--- src/include/led_pwm_pkg.sv ---
// Package of register layout, timing and colour table for the LED PWM block.
package led_pwm_pkg;

  // ************************************************************
  // Register offsets and field positions.
  // ************************************************************
  localparam logic [7:0] OFFS_CONTROL = 8'h00; // Output control register.
  localparam logic [7:0] OFFS_COLOR = 8'h01; // Colour and brightness register.
  localparam int BIT_PWM_EN = 7; // Internal PWM enable.
  localparam int BIT_OUT_EN = 6; // Colour outputs enable.
  localparam int BIT_SW_MODE = 5; // Sink or switch select.
  localparam int BIT_RED_EN = 3; // Red output enable.
  localparam int BIT_GREEN_EN = 2; // Green output enable.
  localparam int BIT_BLUE_EN = 1; // Blue output enable.
  localparam int BIT_OVERLAP = 0; // Simultaneous drive select.
  localparam int COLOR_HI = 7; // Colour code top bit.
  localparam int COLOR_LO = 4; // Colour code bottom bit.
  localparam int BRIGHT_HI = 3; // Brightness code top bit.
  localparam int BRIGHT_LO = 1; // Brightness code bottom bit.
  localparam logic [7:0] CONTROL_RESET = 8'h20; // Switch mode by default.
  localparam logic [7:0] COLOR_RESET = 8'h00; // Red, zero brightness.

  // ************************************************************
  // Frame timing.
  // ************************************************************
  localparam int FRAME_PERIOD = 50000; // Frame period in nanoseconds.
  localparam int CLK_PERIOD = 4; // Clock period in nanoseconds.
  localparam int FRAME_CYC = FRAME_PERIOD / CLK_PERIOD; // Cycles per frame.
  localparam int PCT_FULL = 100; // Full colour share.
  localparam int BRIGHT_SHIFT_MAX = 6; // Code 001 is 1/64.

  // ************************************************************
  // Colour table: red, green, blue share in percent.
  // ************************************************************
  typedef logic [6:0] pct_t;
  typedef struct packed { pct_t r; pct_t g; pct_t b; } share_t;

  // Returns the per-channel share for a colour code.
  function automatic share_t color_share(input logic [3:0] c);
    share_t s;
    s = '{7'h00, 7'h00, 7'h00};
    case (c)
      4'h0: s = '{7'h64, 7'h00, 7'h00};
      4'h1: s = '{7'h00, 7'h64, 7'h00};
      4'h2: s = '{7'h00, 7'h00, 7'h64};
      4'h3: s = '{7'h32, 7'h32, 7'h00};
      4'h4: s = '{7'h00, 7'h32, 7'h32};
      4'h5: s = '{7'h32, 7'h00, 7'h32};
      4'h6: s = '{7'h21, 7'h21, 7'h21};
      4'h7: s = '{7'h32, 7'h19, 7'h19};
      4'h8: s = '{7'h19, 7'h32, 7'h19};
      4'h9: s = '{7'h19, 7'h32, 7'h19};
      4'ha: s = '{7'h19, 7'h19, 7'h32};
      4'hb: s = '{7'h4b, 7'h19, 7'h00};
      4'hc: s = '{7'h00, 7'h4b, 7'h19};
      4'hd: s = '{7'h19, 7'h4b, 7'h00};
      4'he: s = '{7'h00, 7'h19, 7'h4b};
      default: s = '{7'h19, 7'h00, 7'h4b};
    endcase
    return s;
  endfunction

endpackage

--- src/include/slot_if.sv ---
// Interface carrying slot bounds from the main block to the slot timer.
`timescale 1ns/100ps
`default_nettype none
interface slot_if #(parameter int CW = 14);
  logic [CW-1:0] r_end; // End of red slot.
  logic [CW-1:0] g_end; // End of green slot.
  logic [CW-1:0] b_end; // End of blue slot.
  logic [CW-1:0] on_len; // Overlapping on-time.
  logic [CW-1:0] pos; // Position in frame.
  modport ctrl (output r_end, g_end, b_end, on_len, input pos);
  modport timer (input r_end, g_end, b_end, on_len, output pos);
endinterface
`default_nettype wire

--- src/design/frame_timer.sv ---
// Free-running frame position counter.
`timescale 1ns/100ps
`default_nettype none
module frame_timer
  import led_pwm_pkg::*;
#(
  parameter int FRAME = FRAME_CYC
) (
  input wire logic sys_clk,
  input wire logic rst,
  slot_if.timer s
);

  // Position width; the main block sizes the slot bounds the same way.
  localparam int CW = $clog2(FRAME + 1);

  logic [CW-1:0] pos_r; // Current position.
  logic [CW-1:0] pos_nxt; // Next position.

  // Counts from zero to the last cycle of the frame and wraps.
  always_comb begin
    if (pos_r == CW'(FRAME - 1)) begin
      pos_nxt = '0;
    end else begin
      pos_nxt = pos_r + 1'b1;
    end
  end

  // Registers the position.
  always_ff @(posedge sys_clk or posedge rst) begin
    if (rst) begin
      pos_r <= '0;
    end else begin
      pos_r <= pos_nxt;
    end
  end

  assign s.pos = pos_r;

endmodule // frame_timer
`default_nettype wire

--- src/design/led_pwm.sv ---
// Colour LED PWM control with two byte registers.
// Summary of operation
// - Bit 5 selects switch or sink mode
// - Register PWM needs outputs and PWM enabled
// - Bits 3,2,1 enable red, green, blue
// - Bit 7 enables internal PWM
// - Bit 6 zero turns all colour outputs off
// - Colour bit 0 selects overlapping mode
// - Colour bits 7:4, brightness bits 3:1
// - Brightness doubles per code, zero off
// - Sixteen colour codes give channel shares
// - Colour code ignored in overlapping mode
// - Overlapping drives all channels, duty only
// - Frame fixed; brightness shortens on-times
// - Non-overlapping slots sized by share, brightness
`timescale 1ns/100ps
`default_nettype none
module led_pwm
  import led_pwm_pkg::*;
#(
  parameter int FRAME = FRAME_CYC
) (
  input wire logic sys_clk,
  input wire logic rst,
  input wire logic [7:0] reg_addr,
  input wire logic reg_wr,
  input wire logic [7:0] reg_wdata,
  output logic [7:0] reg_rdata,
  output logic sink_or_switch_select,
  output logic red_sink_pin,
  output logic green_sink_pin,
  output logic blue_sink_pin
);

  localparam int CW = $clog2(FRAME + 1); // Position width.
  localparam int PW = CW + $bits(pct_t); // Product width.
  localparam logic [7:0] RED_FULL_BRIGHT = 8'h0e; // Full red, slots mode.

  // ************************************************************
  // Registers.
  // ************************************************************
  logic [7:0] control_r; // Output control register.
  logic [7:0] control_nxt; // Its next value.
  logic [7:0] color_r; // Colour and brightness register.
  logic [7:0] color_nxt; // Its next value.
  logic red_r; // Red pin drive.
  logic green_r; // Green pin drive.
  logic blue_r; // Blue pin drive.
  logic red_nxt; // Next red drive.
  logic green_nxt; // Next green drive.
  logic blue_nxt; // Next blue drive.
  logic [7:0] rdata_r; // Read data flop.
  logic [7:0] rdata_nxt; // Its next value.

  slot_if #(.CW(CW)) sl ();

  // Keeps the frame position.
  frame_timer #(.FRAME(FRAME)) u_timer (
    .sys_clk(sys_clk),
    .rst(rst),
    .s(sl.timer)
  );

  // Write decode; a write to any other address is ignored.
  always_comb begin
    control_nxt = control_r;
    color_nxt = color_r;
    if (reg_wr && reg_addr == OFFS_CONTROL) begin
      control_nxt = reg_wdata;
    end
    if (reg_wr && reg_addr == OFFS_COLOR) begin
      color_nxt = reg_wdata;
    end
  end

  // Read mux into the read-data flop; unmapped addresses read zero.
  always_comb begin
    if (reg_addr == OFFS_CONTROL) begin
      rdata_nxt = control_r;
    end else if (reg_addr == OFFS_COLOR) begin
      rdata_nxt = color_r;
    end else begin
      rdata_nxt = 8'h00;
    end
  end

  // ************************************************************
  // Slot arithmetic.
  // ************************************************************
  logic [2:0] bright; // Brightness code.
  logic [3:0] color; // Colour code.
  share_t share; // Channel shares.
  logic [CW-1:0] full_on; // Brightness-scaled on-time of the frame.
  logic [PW-1:0] r_len; // Red slot length.
  logic [PW-1:0] g_len; // Green slot length.
  logic [PW-1:0] b_len; // Blue slot length.

  assign bright = color_r[BRIGHT_HI:BRIGHT_LO];
  assign color = color_r[COLOR_HI:COLOR_LO];
  assign share = color_share(color);

  // Code zero is off; each step doubles the fraction up to full.
  always_comb begin
    if (bright == 3'h0) begin
      full_on = '0;
    end else begin
      full_on = CW'(FRAME >> (BRIGHT_SHIFT_MAX - (int'(bright) - 1)));
    end
  end

  // Each slot is its share of the scaled frame, so idle time trails.
  always_comb begin
    r_len = (PW'(full_on) * PW'(share.r)) / PW'(PCT_FULL);
    g_len = (PW'(full_on) * PW'(share.g)) / PW'(PCT_FULL);
    b_len = (PW'(full_on) * PW'(share.b)) / PW'(PCT_FULL);
  end

  // Slots follow red, green, blue from frame start.
  assign sl.r_end = CW'(r_len);
  assign sl.g_end = CW'(r_len + g_len);
  assign sl.b_end = CW'(r_len + g_len + b_len);
  assign sl.on_len = full_on;

  // ************************************************************
  // Pin drive.
  // ************************************************************
  logic run; // Register-defined PWM active.
  logic r_on; // Red wave before enables.
  logic g_on; // Green wave before enables.
  logic b_on; // Blue wave before enables.

  assign run = control_r[BIT_PWM_EN] & control_r[BIT_OUT_EN];

  // Selects the wave: duty only when overlapping, slots otherwise.
  always_comb begin
    if (color_r[BIT_OVERLAP]) begin
      r_on = sl.pos < sl.on_len;
      g_on = sl.pos < sl.on_len;
      b_on = sl.pos < sl.on_len;
    end else begin
      r_on = sl.pos < sl.r_end;
      g_on = sl.pos >= sl.r_end && sl.pos < sl.g_end;
      b_on = sl.pos >= sl.g_end && sl.pos < sl.b_end;
    end
    // Direct on/off when the internal PWM is disabled.
    if (!control_r[BIT_PWM_EN]) begin
      r_on = 1'b1;
      g_on = 1'b1;
      b_on = 1'b1;
    end
    red_nxt = r_on & control_r[BIT_OUT_EN] & control_r[BIT_RED_EN];
    green_nxt = g_on & control_r[BIT_OUT_EN] & control_r[BIT_GREEN_EN];
    blue_nxt = b_on & control_r[BIT_OUT_EN] & control_r[BIT_BLUE_EN];
  end

  // Registers state.
  always_ff @(posedge sys_clk or posedge rst) begin
    if (rst) begin
      control_r <= CONTROL_RESET;
      color_r <= COLOR_RESET;
      red_r <= 1'b0;
      green_r <= 1'b0;
      blue_r <= 1'b0;
      rdata_r <= 8'h00;
    end else begin
      control_r <= control_nxt;
      color_r <= color_nxt;
      red_r <= red_nxt;
      green_r <= green_nxt;
      blue_r <= blue_nxt;
      rdata_r <= rdata_nxt;
    end
  end

  // Read data lags the address by one edge, as it comes from a flop.
  assign reg_rdata = rdata_r;
  assign red_sink_pin = red_r;
  assign green_sink_pin = green_r;
  assign blue_sink_pin = blue_r;
  assign sink_or_switch_select = control_r[BIT_SW_MODE];
endmodule // led_pwm
`default_nettype wire

--- config.mk ---
export PLATFORM = sky130hd
export DESIGN_NAME = led_pwm
export DESIGN_NICKNAME = d
export VERILOG_FILES = /design/src/include/led_pwm_pkg.sv /design/src/include/slot_if.sv /design/src/design/frame_timer.sv /design/src/design/led_pwm.sv
export SDC_FILE = /design/constraint.sdc
export NUM_CORES = 1
export LEC_CHECK = 0
export BUFFER_PORTS_ARGS = -buffer_cell sky130_fd_sc_hd__buf_2
export CORE_MARGIN = 1
export CORE_UTILIZATION = 45
export DETAILED_ROUTE_END_ITERATION = 10
export GPL_TIMING_DRIVEN = 0
export PLACE_DENSITY_LB_ADDON = 0.15
export SETUP_SLACK_MARGIN = 0.05
export SLEW_MARGIN = 20
export SYNTH_ARGS = -nofsm -noshare
export SYNTH_HDL_FRONTEND = slang
export SYNTH_HIERARCHICAL = 1
export SYNTH_SLANG_ARGS = --single-unit
--- constraint.sdc ---
create_clock -name sys_clk -period 20.3 [get_ports sys_clk]
set_input_delay 4.06 -clock sys_clk [delete_from_list [all_inputs] [get_ports sys_clk]]
set_output_delay 4.06 -clock sys_clk [all_outputs]
set_load 0.01 [all_outputs]
# Yosys cells after proc, flatten, opt, wreduce, memory -nomap -nowiden
# Memories as Yosys holds them, arrays and structs flattened.
# Index checks and enable logic that the tools add are counted.
[word_totals] reg_bits=41 latchBits=0 ramBits=0 romBits=336 inputBits=19 output_inout_bits=12 elab_cells=50 mem_count=1
[mem_list] name="(name not given)" depth=16 width=21 read_ports=1 rd_ports_with_merged_regs=0 wr=0 line_no="led_pwm_pkg.sv:42" rtl="case (c)"
[classes] addsub=5 multipliers=3 n_div=3 magnitude_cmp=6 n_eq_ne=2 shifts=1 mux=10 bitwise=6 n_reduce_logical=6
[op_table] operator="divider 21 x 7 -> 21 bit, second input constant" n=3
[op_table] operator="multiplier 14 x 7 -> 21 bit" n=3
[op_table] operator="< comparator 14 bit" n=4
[op_table] operator="right shift 14 x 32 -> 14 bit, first input constant" n=1
[op_table] operator="adder 14 bit" n=2
[op_table] operator="greater-or-equal comparator 14 bit" n=2
[op_table] operator="2-to-1 mux 14 bit" n=2
[op_table] operator="2-to-1 mux 8 bit" n=2
[op_table] operator="adder 14 x 1 -> 14 bit, second input constant" n=1
[op_table] operator="== test 14 bit, second input constant" n=1
[op_table] operator="== test 8 x 1 -> 1 bit, second input constant" n=1
[op_table] operator="zero test 8 bit" n=1
[op_table] operator="bitwise AND 1 bit" n=6
[op_table] operator="2-to-1 mux 1 bit" n=6
[op_table] operator="subtractor 4 x 4 -> 5 bit, first input constant" n=1
[op_table] operator="logical AND 1 bit" n=4
[op_table] operator="subtractor 3 x 1 -> 4 bit, second input constant" n=1
[op_table] operator="zero test 3 bit" n=1

# Logic depth before layout (Yosys ltp)
# Gate-level depths: netlist of the first run.
[depth] ltp_word=14 ltp_mapped=91 mapped_depth_nobuf=85

# Cells and area by module
# Netlist of the first run, hierarchy kept.
[modules_own_cells] module="led_pwm" instances=1 cells_per_inst=3125 area_per_inst_um2=23573.9 seq_area_each_um2=676.9
[modules_own_cells] module="frame_timer" instances=1 cells_per_inst=62 area_per_inst_um2=684.4 seq_area_each_um2=350.3

# Worst setup path after synthesis of the first run
# No wires, ideal clock.
[synth_timing] kind="register -> register" from="register color_r[1]" to="register blue_r, in the netlist blue_sink_pin" setup_ns=0.082 arrival_time_ns=17.964 slack_ns=2.254 stages_incl_launch_ff=83 synth_period_minus_slack_ns=18.046 cell_sequence="dfrtp_1 clkbuf_1 inv_1 ha_1 xnor2_1 nor2_1 xnor2_1 o21ai_1 inv_1 or3_1 a21oi_1 inv_1 clkbuf_1 nor2_1 fa_1 fa_1 fa_1 inv_1 [... 47 more ...] o21bai_1 a21oi_1 o21bai_1 a21oi_1 inv_1 a221o_1 o21ai_0 xnor2_1 inv_1 ha_1 a21oi_1 o21ai_0 a21o_1 a21oi_1 nor2b_1 o21ai_0 o211ai_1 a31oi_1"
[synth_between] elab_chain_len=14 word_cells_on_any_way=21 classes_between="add/sub: 4; mul: 3; div: 3; order compare: 3; shift: 1; mux: 3; bitwise: 2; reduce/logical: 2"
[synth_lines] element="from (decl)" line_no="led_pwm.sv:44" rtl="logic [7:0] color_r;"
[synth_lines] element="from (signal assigned)" line_no="led_pwm.sv:167" rtl="color_r <= color_nxt;"
[synth_lines] element="subtractor 3 x 1 -> 4 bit" line_no="led_pwm.sv:107" rtl="full_on = CW'(FRAME >> (BRIGHT_SHIFT_MAX - (int'(bright) - 1)));"
[synth_lines] element="subtractor 4 x 4 -> 5 bit" line_no="led_pwm.sv:107"
[synth_lines] element="right shift 14 x 32 -> 14 bit" line_no="led_pwm.sv:107"
[synth_lines] element="2-to-1 mux 14 bit (*)" line_no="led_pwm.sv:104" rtl="if (bright == 3'h0) begin"
[synth_lines] element="named net full_on[4]" line_no="led_pwm.sv:93" rtl="logic [CW-1:0] full_on;"
[synth_lines] element="multiplier 14 x 7 -> 21 bit (*)" line_no="led_pwm.sv:113" rtl="r_len = (PW'(full_on) * PW'(share.r)) / PW'(PCT_FULL);"
[synth_lines] element="divider 21 x 7 -> 21 bit (*)" line_no="led_pwm.sv:113"
[synth_lines] element="named net r_len[0]" line_no="led_pwm.sv:94" rtl="logic [PW-1:0] r_len;"
[synth_lines] element="[... 1 more ...]"
[synth_lines] element="named net sl.g_end[1]" line_no="slot_if.sv:6" rtl="logic [CW-1:0] g_end;"
[synth_lines] element="adder 14 bit (*)" line_no="led_pwm.sv:121" rtl="assign sl.b_end = CW'(r_len + g_len + b_len);"
[synth_lines] element="named net sl.b_end[9]" line_no="slot_if.sv:7" rtl="logic [CW-1:0] b_end;"
[synth_lines] element="< comparator 14 bit (*)" line_no="led_pwm.sv:143" rtl="b_on = sl.pos >= sl.g_end && sl.pos < sl.b_end;"
[synth_lines] element="logical AND 1 bit (*)" line_no="led_pwm.sv:143"
[synth_lines] element="2-to-1 mux 1 bit (*)" line_no="led_pwm.sv:136" rtl="if (color_r[BIT_OVERLAP]) begin"
[synth_lines] element="2-to-1 mux 1 bit (*)" line_no="led_pwm.sv:146" rtl="if (!control_r[BIT_PWM_EN]) begin"
[synth_lines] element="bitwise AND 1 bit (*) (2 in series)" line_no="led_pwm.sv:153" rtl="blue_nxt = b_on & control_r[BIT_OUT_EN] & control_r[BIT_BLUE_EN];"
[synth_lines] element="named net blue_nxt" line_no="led_pwm.sv:51" rtl="logic blue_nxt;"
[synth_lines] element="to (signal assigned)" line_no="led_pwm.sv:170" rtl="blue_r <= blue_nxt;"
[synth_lines] element="to (decl)" line_no="led_pwm.sv:48" rtl="logic blue_r;"
# The timed path passes the listed nets; every way through them passes the cells marked *.
# A chain may end at the register's enable or synchronous reset.

# Final worst setup path of the first run
[layout_timing] from="register color_r[1]" to="register blue_r, in the netlist blue_sink_pin"
[layout_between] elab_chain_len=14 word_cells_on_any_way=21 classes_between="add/sub: 4; mul: 3; div: 3; order compare: 3; shift: 1; mux: 3; bitwise: 2; reduce/logical: 2"
[layout_lines] element="subtractor 3 x 1 -> 4 bit" line_no="led_pwm.sv:107"
[layout_lines] element="subtractor 4 x 4 -> 5 bit" line_no="led_pwm.sv:107"
[layout_lines] element="right shift 14 x 32 -> 14 bit" line_no="led_pwm.sv:107"
[layout_lines] element="2-to-1 mux 14 bit (*)" line_no="led_pwm.sv:104"
[layout_lines] element="named net full_on[4]" line_no="led_pwm.sv:93"
[layout_lines] element="multiplier 14 x 7 -> 21 bit (*)" line_no="led_pwm.sv:113"
[layout_lines] element="divider 21 x 7 -> 21 bit (*)" line_no="led_pwm.sv:113"
[layout_lines] element="named net r_len[12]" line_no="led_pwm.sv:94"
[layout_lines] element="adder 14 bit (*)" line_no="led_pwm.sv:120, led_pwm.sv:121"
[layout_lines] element="adder 14 bit" line_no="led_pwm.sv:121"
[layout_lines] element="< comparator 14 bit" line_no="led_pwm.sv:143"
[layout_lines] element="logical AND 1 bit (*)" line_no="led_pwm.sv:143"
[layout_lines] element="2-to-1 mux 1 bit (*)" line_no="led_pwm.sv:136"
[layout_lines] element="2-to-1 mux 1 bit (*)" line_no="led_pwm.sv:146"
[layout_lines] element="bitwise AND 1 bit (*) (2 in series)" line_no="led_pwm.sv:153"
[layout_lines] element="named net blue_nxt" line_no="led_pwm.sv:51"
# Marked as above.

==> results by group, run 1 <==
Clock network
  • Clk buf depth: 2
  • H-tree depth: 2
  • CTS Sinks: 41
  • CTS root buf: clkbuf_16
  • CTS clk-pin slew, worst paths: 80 ps
  • Num CTS Buffers: 5
  • CTS tree: yes
  • Clock latency on the worst-skew pair: 320 ps

STA
  • Final hold violation count: 0
  • Crit path time final: 19,490 ps
  • Period Utilization, post-route: 96.02%
  • Slew HR: 19.32%
  • Worst hold slack: 513.9 ps
  • Final setup violation count: 0
  • Slew Limit Fails: 0
  • Clock Skews: 17.05 ps
  • Measured slew at the worst slew-check pin: 1210 ps
  • Fmax: 51.30 MHz

Global route
  • Pin count of the biggest net entering global routing: 28
  • Global-route wire length before repair: 124,100 um
  • Gr usage total: 27.79%
  • Grt total ovfl: 0
  • Initial antenna violation count: 0
  • Vias in the first global route: 23,940

Layout
  • Inserted Diodes: 0
  • Fin util: 51.54%
  • Area Overhead vs Synth: 12.47%
  • Layout cells sized above 1: 17.69%
  • Fill count: 5,183
  • Final #Nets: 3,703

Power and ir drop
  • Power Density: 87.67 nW/um^2
  • Tot Pwr: 2.389 mW
  • Leakage power: 12.36 nW
  • Worst vdd ir: 145.5 uV

Yosys
  • Post-Syn Area: 24,230 um^2
  • Mapped Cells: 3,179
  • Synthesized Nets: 3,593
  • Syn Area/Cell: 7.621 um^2
  • Synth Warn #: 6

Worst setup path
  • Crit path DAT: 19,730 ps
  • CP Capture Type: flop
  • CP delay by family, top: compound AO/OA/AOI/OAI gates
  • Worst R2R Start: color_r[1]$_DFFE_PP0P_
  • WP data required: 20,540 ps
  • CP Max Fanout: 10
  • Crit path from: color_r[1]$_DFFE_PP0P_
  • Worst setup SP type: flop
  • CP peak stage delay: 550 ps
  • Buffers & Inverters on Critical Path: 16
  • Slowest cell on crit path: or4b_1
  • Crit Path Class: flop to flop

Die
  • Die height: 234.0 um
  • Row count: 84
  • I/O pin total: 31
  • Initial Util: 45.83%
  • Die area: 54,770 um^2
  • Die X: 234.0 um
  • Core Area: 52,870 um^2

Routing
  • Routed WL per cell: 19.65 um
  • Final WL: 78,160 um
  • DRT Pass-1 Iters: 5
  • # DRC: 0
  • Initial DRC Count: 1,853
  • Via count: 25,160
  • Antenna Violating Nets Remaining: 0
  • Via/cell ratio: 6.325

Place
  • Number of port buffers: 29
  • GPL Wtd Cong: 0.9640
  • DP HPWL: 62,260 um

Job
  • MaxCap Viol Count: 0

Hold path
  • HP Class: flop to flop
  • Hold_sp: control_r[0]$_DFFE_PP0P_

Outcome
  • Status: finished clean
==> final timing paths <==
check / end / slack [ps] / cells past startpoint
max in group asynchronous: color_r[2]$_DFFE_PP0P_ / 16030 / 2
min in group asynchronous: reg_rdata[4]$_DFF_PP0_ / 3850 / 2
setup reg to reg: blue_sink_pin$_DFF_PP0_ / 810 / 84
setup / recovery: blue_sink_pin$_DFF_PP0_ / 810 / 84
hold / removal: control_r[0]$_DFFE_PP0P_ / 510 / 1
hold reg to reg: control_r[0]$_DFFE_PP0P_ / 510 / 1
==> power by group <==
part	leakage, nW	total (mW)	internal (mW)	switching (mW)
Combinational	11.7	2.21	0.945	1.27
Clock	0.0704	0.0887	0.0464	0.0423
Sequential	0.550	0.0855	0.0833	0.00221
Total	12.4	2.39	1.08	1.31
==> area by class of cell <==
class	instances	area [um^2]	share of cell area, %
Multi-Input combinational cell	2759	22890	84.00
Inverter	274	1042	3.825
Sequential cell	41	1028	3.774
Tap cell	688	860.8	3.159
Timing Repair Buffer	107	747.0	2.741
Buffer	101	531.8	1.952
Clock buffer	5	125.1	0.4592
Clock inverter	3	25.02	0.09184
==> metrics by stage <==
stage | instances | worst slack (ps) | setup TNS [ps] | instance area, um^2
final | 3978 | 808.6 | 0 | 27250
after floorplan | 3179 | 2254 | 0 | 24230
after detailed placement | 3897 | -1687 | -3152 | 25250
after global routing | 3978 | -96.92 | -96.92 | 27250
after CTS | 3922 | 51.62 | 0 | 25890
after global placement | 3896 | -1749 | -3346 | 25230
==> flip-flops by register name, indices dropped and copies added (netlist names) <==
name            flops
green_sink_pin      1
control_r           8
color_r             8
red_sink_pin        1
reg_rdata           8
blue_sink_pin       1
u_timer/s.pos      14
==> placed cells by master, fill, tap and decap left out, drive strengths merged, types with 28 or more instances in the layout <==
master,instances
mux2,30
nor2,326
a211oi,59
o21a,48
nor3,83
a21o,52
or2,29
nand4,31
and3,38
nand3,81
clkbuf,54
o21ai,183
mux2i,32
a21oi,204
buf,159
xor2,48
xnor2,86
nand2,361
o21bai,32
and2,41
fa,179
a31oi,36
ha,216
dfrtp,40
inv,268
o211a,28
o211ai,60
==> timing repair <==
item                       4_1_cts  5_1_grt
gates resized for setup         62      208
cloned                           0        0
pin swaps                       13       52
setup endpoints to repair        2        2
hold buffers                     0        0
setup buffers                   20       57
==> metal layers <==
layer  routed length, um  track usage [%]  up-vias
met5                   0                0        -
met4                1345            4.931        0
met3                4101            2.322       95
met2               37030            47.13      807
met1               35680            38.60    12410
li1                    -                -    11860
(Power assumes the default switching activity.)
==> run 2: changes to the inputs <==
Settings changed: RECOVER_POWER set to 25.
==> run 2 against run 1 <==
  * Utilization about the same
  * Register-to-register slack got worse by 20 ps
  * Cell area about the same
  * Setup slack got worse by 17 ps
  * Clock skew about the same
  * Sequential power about the same
  * Sequential share of layout area about the same
  * Cell count unchanged
  * Non-clock buffer count unchanged
  * Critical path type unchanged
  * Critical endpoint unchanged
  * Largest power group unchanged
==> results by group, run 2 (synthesis results as in run 1) <==
Clock network
  • Clk buf depth: 2 (unchanged)
  • CTS clk-pin slew, worst paths: 80 ps (about the same)
  • Clock latency on the worst-skew pair: 320 ps (about the same)
  • H-tree depth: 2 (unchanged)
  • Num CTS Buffers: 5 (unchanged)
  • CTS tree: yes (unchanged)
  • Hold_buf cts: 0 (unchanged)
  • CTS Sinks: 41 (unchanged)
  • CTS root buf: clkbuf_16 (unchanged)

Worst setup path
  • CP peak stage delay: 550 ps (about the same)
  • WP data required: 20,540 ps (about the same)
  • CP Max Fanout: 10 (unchanged)
  • Worst setup SP type: flop (unchanged)
  • CP Capture Type: flop (unchanged)
  • Crit Path Class: flop to flop (unchanged)
  • Slowest cell on crit path: or4b_1 (unchanged)
  • Crit path DAT: 19,750 ps (was 19,730 ps)

Routing
  • Final WL: 78,180 um (was 78,160 um)
  • DRT Pass-1 Iters: 6 (was 5)
  • Antenna Violating Nets Remaining: 0 (unchanged)
  • Via count: 25,150 (was 25,160)
  • Initial DRC Count: 1,872 (was 1,853)
  • Via/cell ratio: 6.323 (was 6.325)
  • # DRC: 0 (unchanged)
  • Routed WL per cell: 19.65 um (about the same)

Die
  • Die X: 234.0 um (unchanged)
  • Initial Util: 45.83% (unchanged)
  • Row count: 84 (unchanged)
  • Die area: 54,770 um^2 (unchanged)
  • Die height: 234.0 um (unchanged)
  • I/O pin total: 31 (unchanged)
  • Core Area: 52,870 um^2 (unchanged)

Layout
  • Max reg flops: 14 (unchanged)
  • Inserted Diodes: 0 (unchanged)
  • Post-route cell area: 27,240 um^2 (was 27,250 um^2)
  • Fin util: 51.53% (was 51.54%)
  • Layout cells sized above 1: 17.57% (was 17.69%)
  • Most common cell after layout, fill and taps aside: nand2_1 (unchanged)
  • Most frequent cells in the layout: 354 x nand2_1, 308 x nor2_1, 260 x inv_1 (was 354 x nand2_1, 308 x nor2_1, 259 x inv_1)
  • Final #Nets: 3,703 (unchanged)
  • Area Overhead vs Synth: 12.43% (was 12.47%)

STA
  • Fmax: 51.26 MHz (was 51.30 MHz)
  • Worst hold slack: 514.2 ps (was 513.9 ps)
  • Final hold violation count: 0 (unchanged)
  • Final setup violation count: 0 (unchanged)
  • Slew HR: 22.62% (was 19.32%)
  • Measured slew at the worst slew-check pin: 1161 ps (was 1210 ps)
  • Period Utilization, post-route: 96.10% (was 96.02%)
  • Crit path time final: 19,510 ps (was 19,490 ps)
  • Slew Limit Fails: 0 (unchanged)
  • Clock Skews: 16.73 ps (was 17.05 ps)

Global route
  • Grt total ovfl: 0 (unchanged)
  • Global-route wire length before repair: 124,100 um (unchanged)
  • Initial antenna violation count: 0 (unchanged)
  • Vias in the first global route: 23,940 (unchanged)
  • Gr usage total: 27.79% (unchanged)
  • Pin count of the biggest net entering global routing: 28 (unchanged)

Power and ir drop
  • Leakage power: 12.35 nW (was 12.36 nW)
  • Tot Pwr: 2.392 mW (was 2.389 mW)
  • Power Density: 87.83 nW/um^2 (was 87.67 nW/um^2)
  • Worst vdd ir: 145.5 uV (about the same)

Job
  • MaxCap Viol Count: 0 (unchanged)

Hold path
  • HP Class: flop to flop (unchanged)

Place
  • GPL Wtd Cong: 0.9640 (unchanged)
  • DP HPWL: 62,260 um (unchanged)
  • Number of port buffers: 29 (unchanged)
  • Dpl cell area: 25,250 um^2 (unchanged)

Outcome
  • Status: finished clean (unchanged)
## run 2: critical path, delay by kind of cell, from the launching register on
family / cells / cell delay [ps]
AO/OA/AOI/OAI: 40 / 8980
adder cells (fa/ha/maj): 10 / 3950
AND/OR/NAND/NOR: 13 / 3040
buffers and inverters: 16 / 1970
multiplexers: 2 / 610
XOR/XNOR: 3 / 480
flip-flops: 1 / 350
## run 2: path summary, 6_finish.rpt
| path | from | endpoint | slack, ps | cells past startpoint |
|---|---|---|---|---|
| max | color_r[1]$_DFFE_PP0P_ | blue_sink_pin$_DFF_PP0_ | 790 | 84 |
| min | control_r[0]$_DFFE_PP0P_ | control_r[0]$_DFFE_PP0P_ | 510 | 1 |
| max reg2reg | color_r[1]$_DFFE_PP0P_ | blue_sink_pin$_DFF_PP0_ | 790 | 84 |
| min reg2reg | control_r[0]$_DFFE_PP0P_ | control_r[0]$_DFFE_PP0P_ | 510 | 1 |
| max in group asynchronous | rst | color_r[2]$_DFFE_PP0P_ | 15500 | 2 |
| min in group asynchronous | rst | u_timer/s.pos[13]$_DFF_PP0_ | 3920 | 2 |
## run 2: per-stage QoR
stage,setup slack [ps],instances,setup TNS (ps)
global route,-96.92,3978,-96.92
CTS,51.62,3922,0
finish,791.6,3978,0
detailed placement,-1687,3897,-3152
floorplan,2254,3179,0
global placement,-1749,3896,-3346
## run 2: timing repair
action | in CTS | in global routing
gates resized for setup | 62 | 208
buffers inserted | 20 | 57
pin swaps | 13 | 52
setup endpoints to repair | 2 | 2
gates cloned | 0 | 0
## run 2: power by group
part | internal, mW | switching (mW) | leakage (nW) | total, mW
clock | 0.0464 | 0.0420 | 0.0704 | 0.0884
sequential | 0.0833 | 0.00222 | 0.550 | 0.0855
combinational | 0.946 | 1.27 | 11.7 | 2.22
## run 2: final cells by class
cell class / count / area [um^2]
Clock buffer: 5 / 125.1
Timing Repair Buffer: 107 / 745.7
Clock inverter: 3 / 25.02
Fill cell: 5187 / 25630
Multi-Input combinational cell: 2759 / 22890
Sequential cell: 41 / 1028
Tap cell: 688 / 860.8
Buffer: 101 / 524.3
Inverter: 274 / 1042
## run 2: routing by layer
metal / routed length, um / GRT usage, %
met2: 37120 / 47.13
met5: 0 / 0
met1: 35810 / 38.60
met3: 3982 / 2.322
met4: 1275 / 4.931
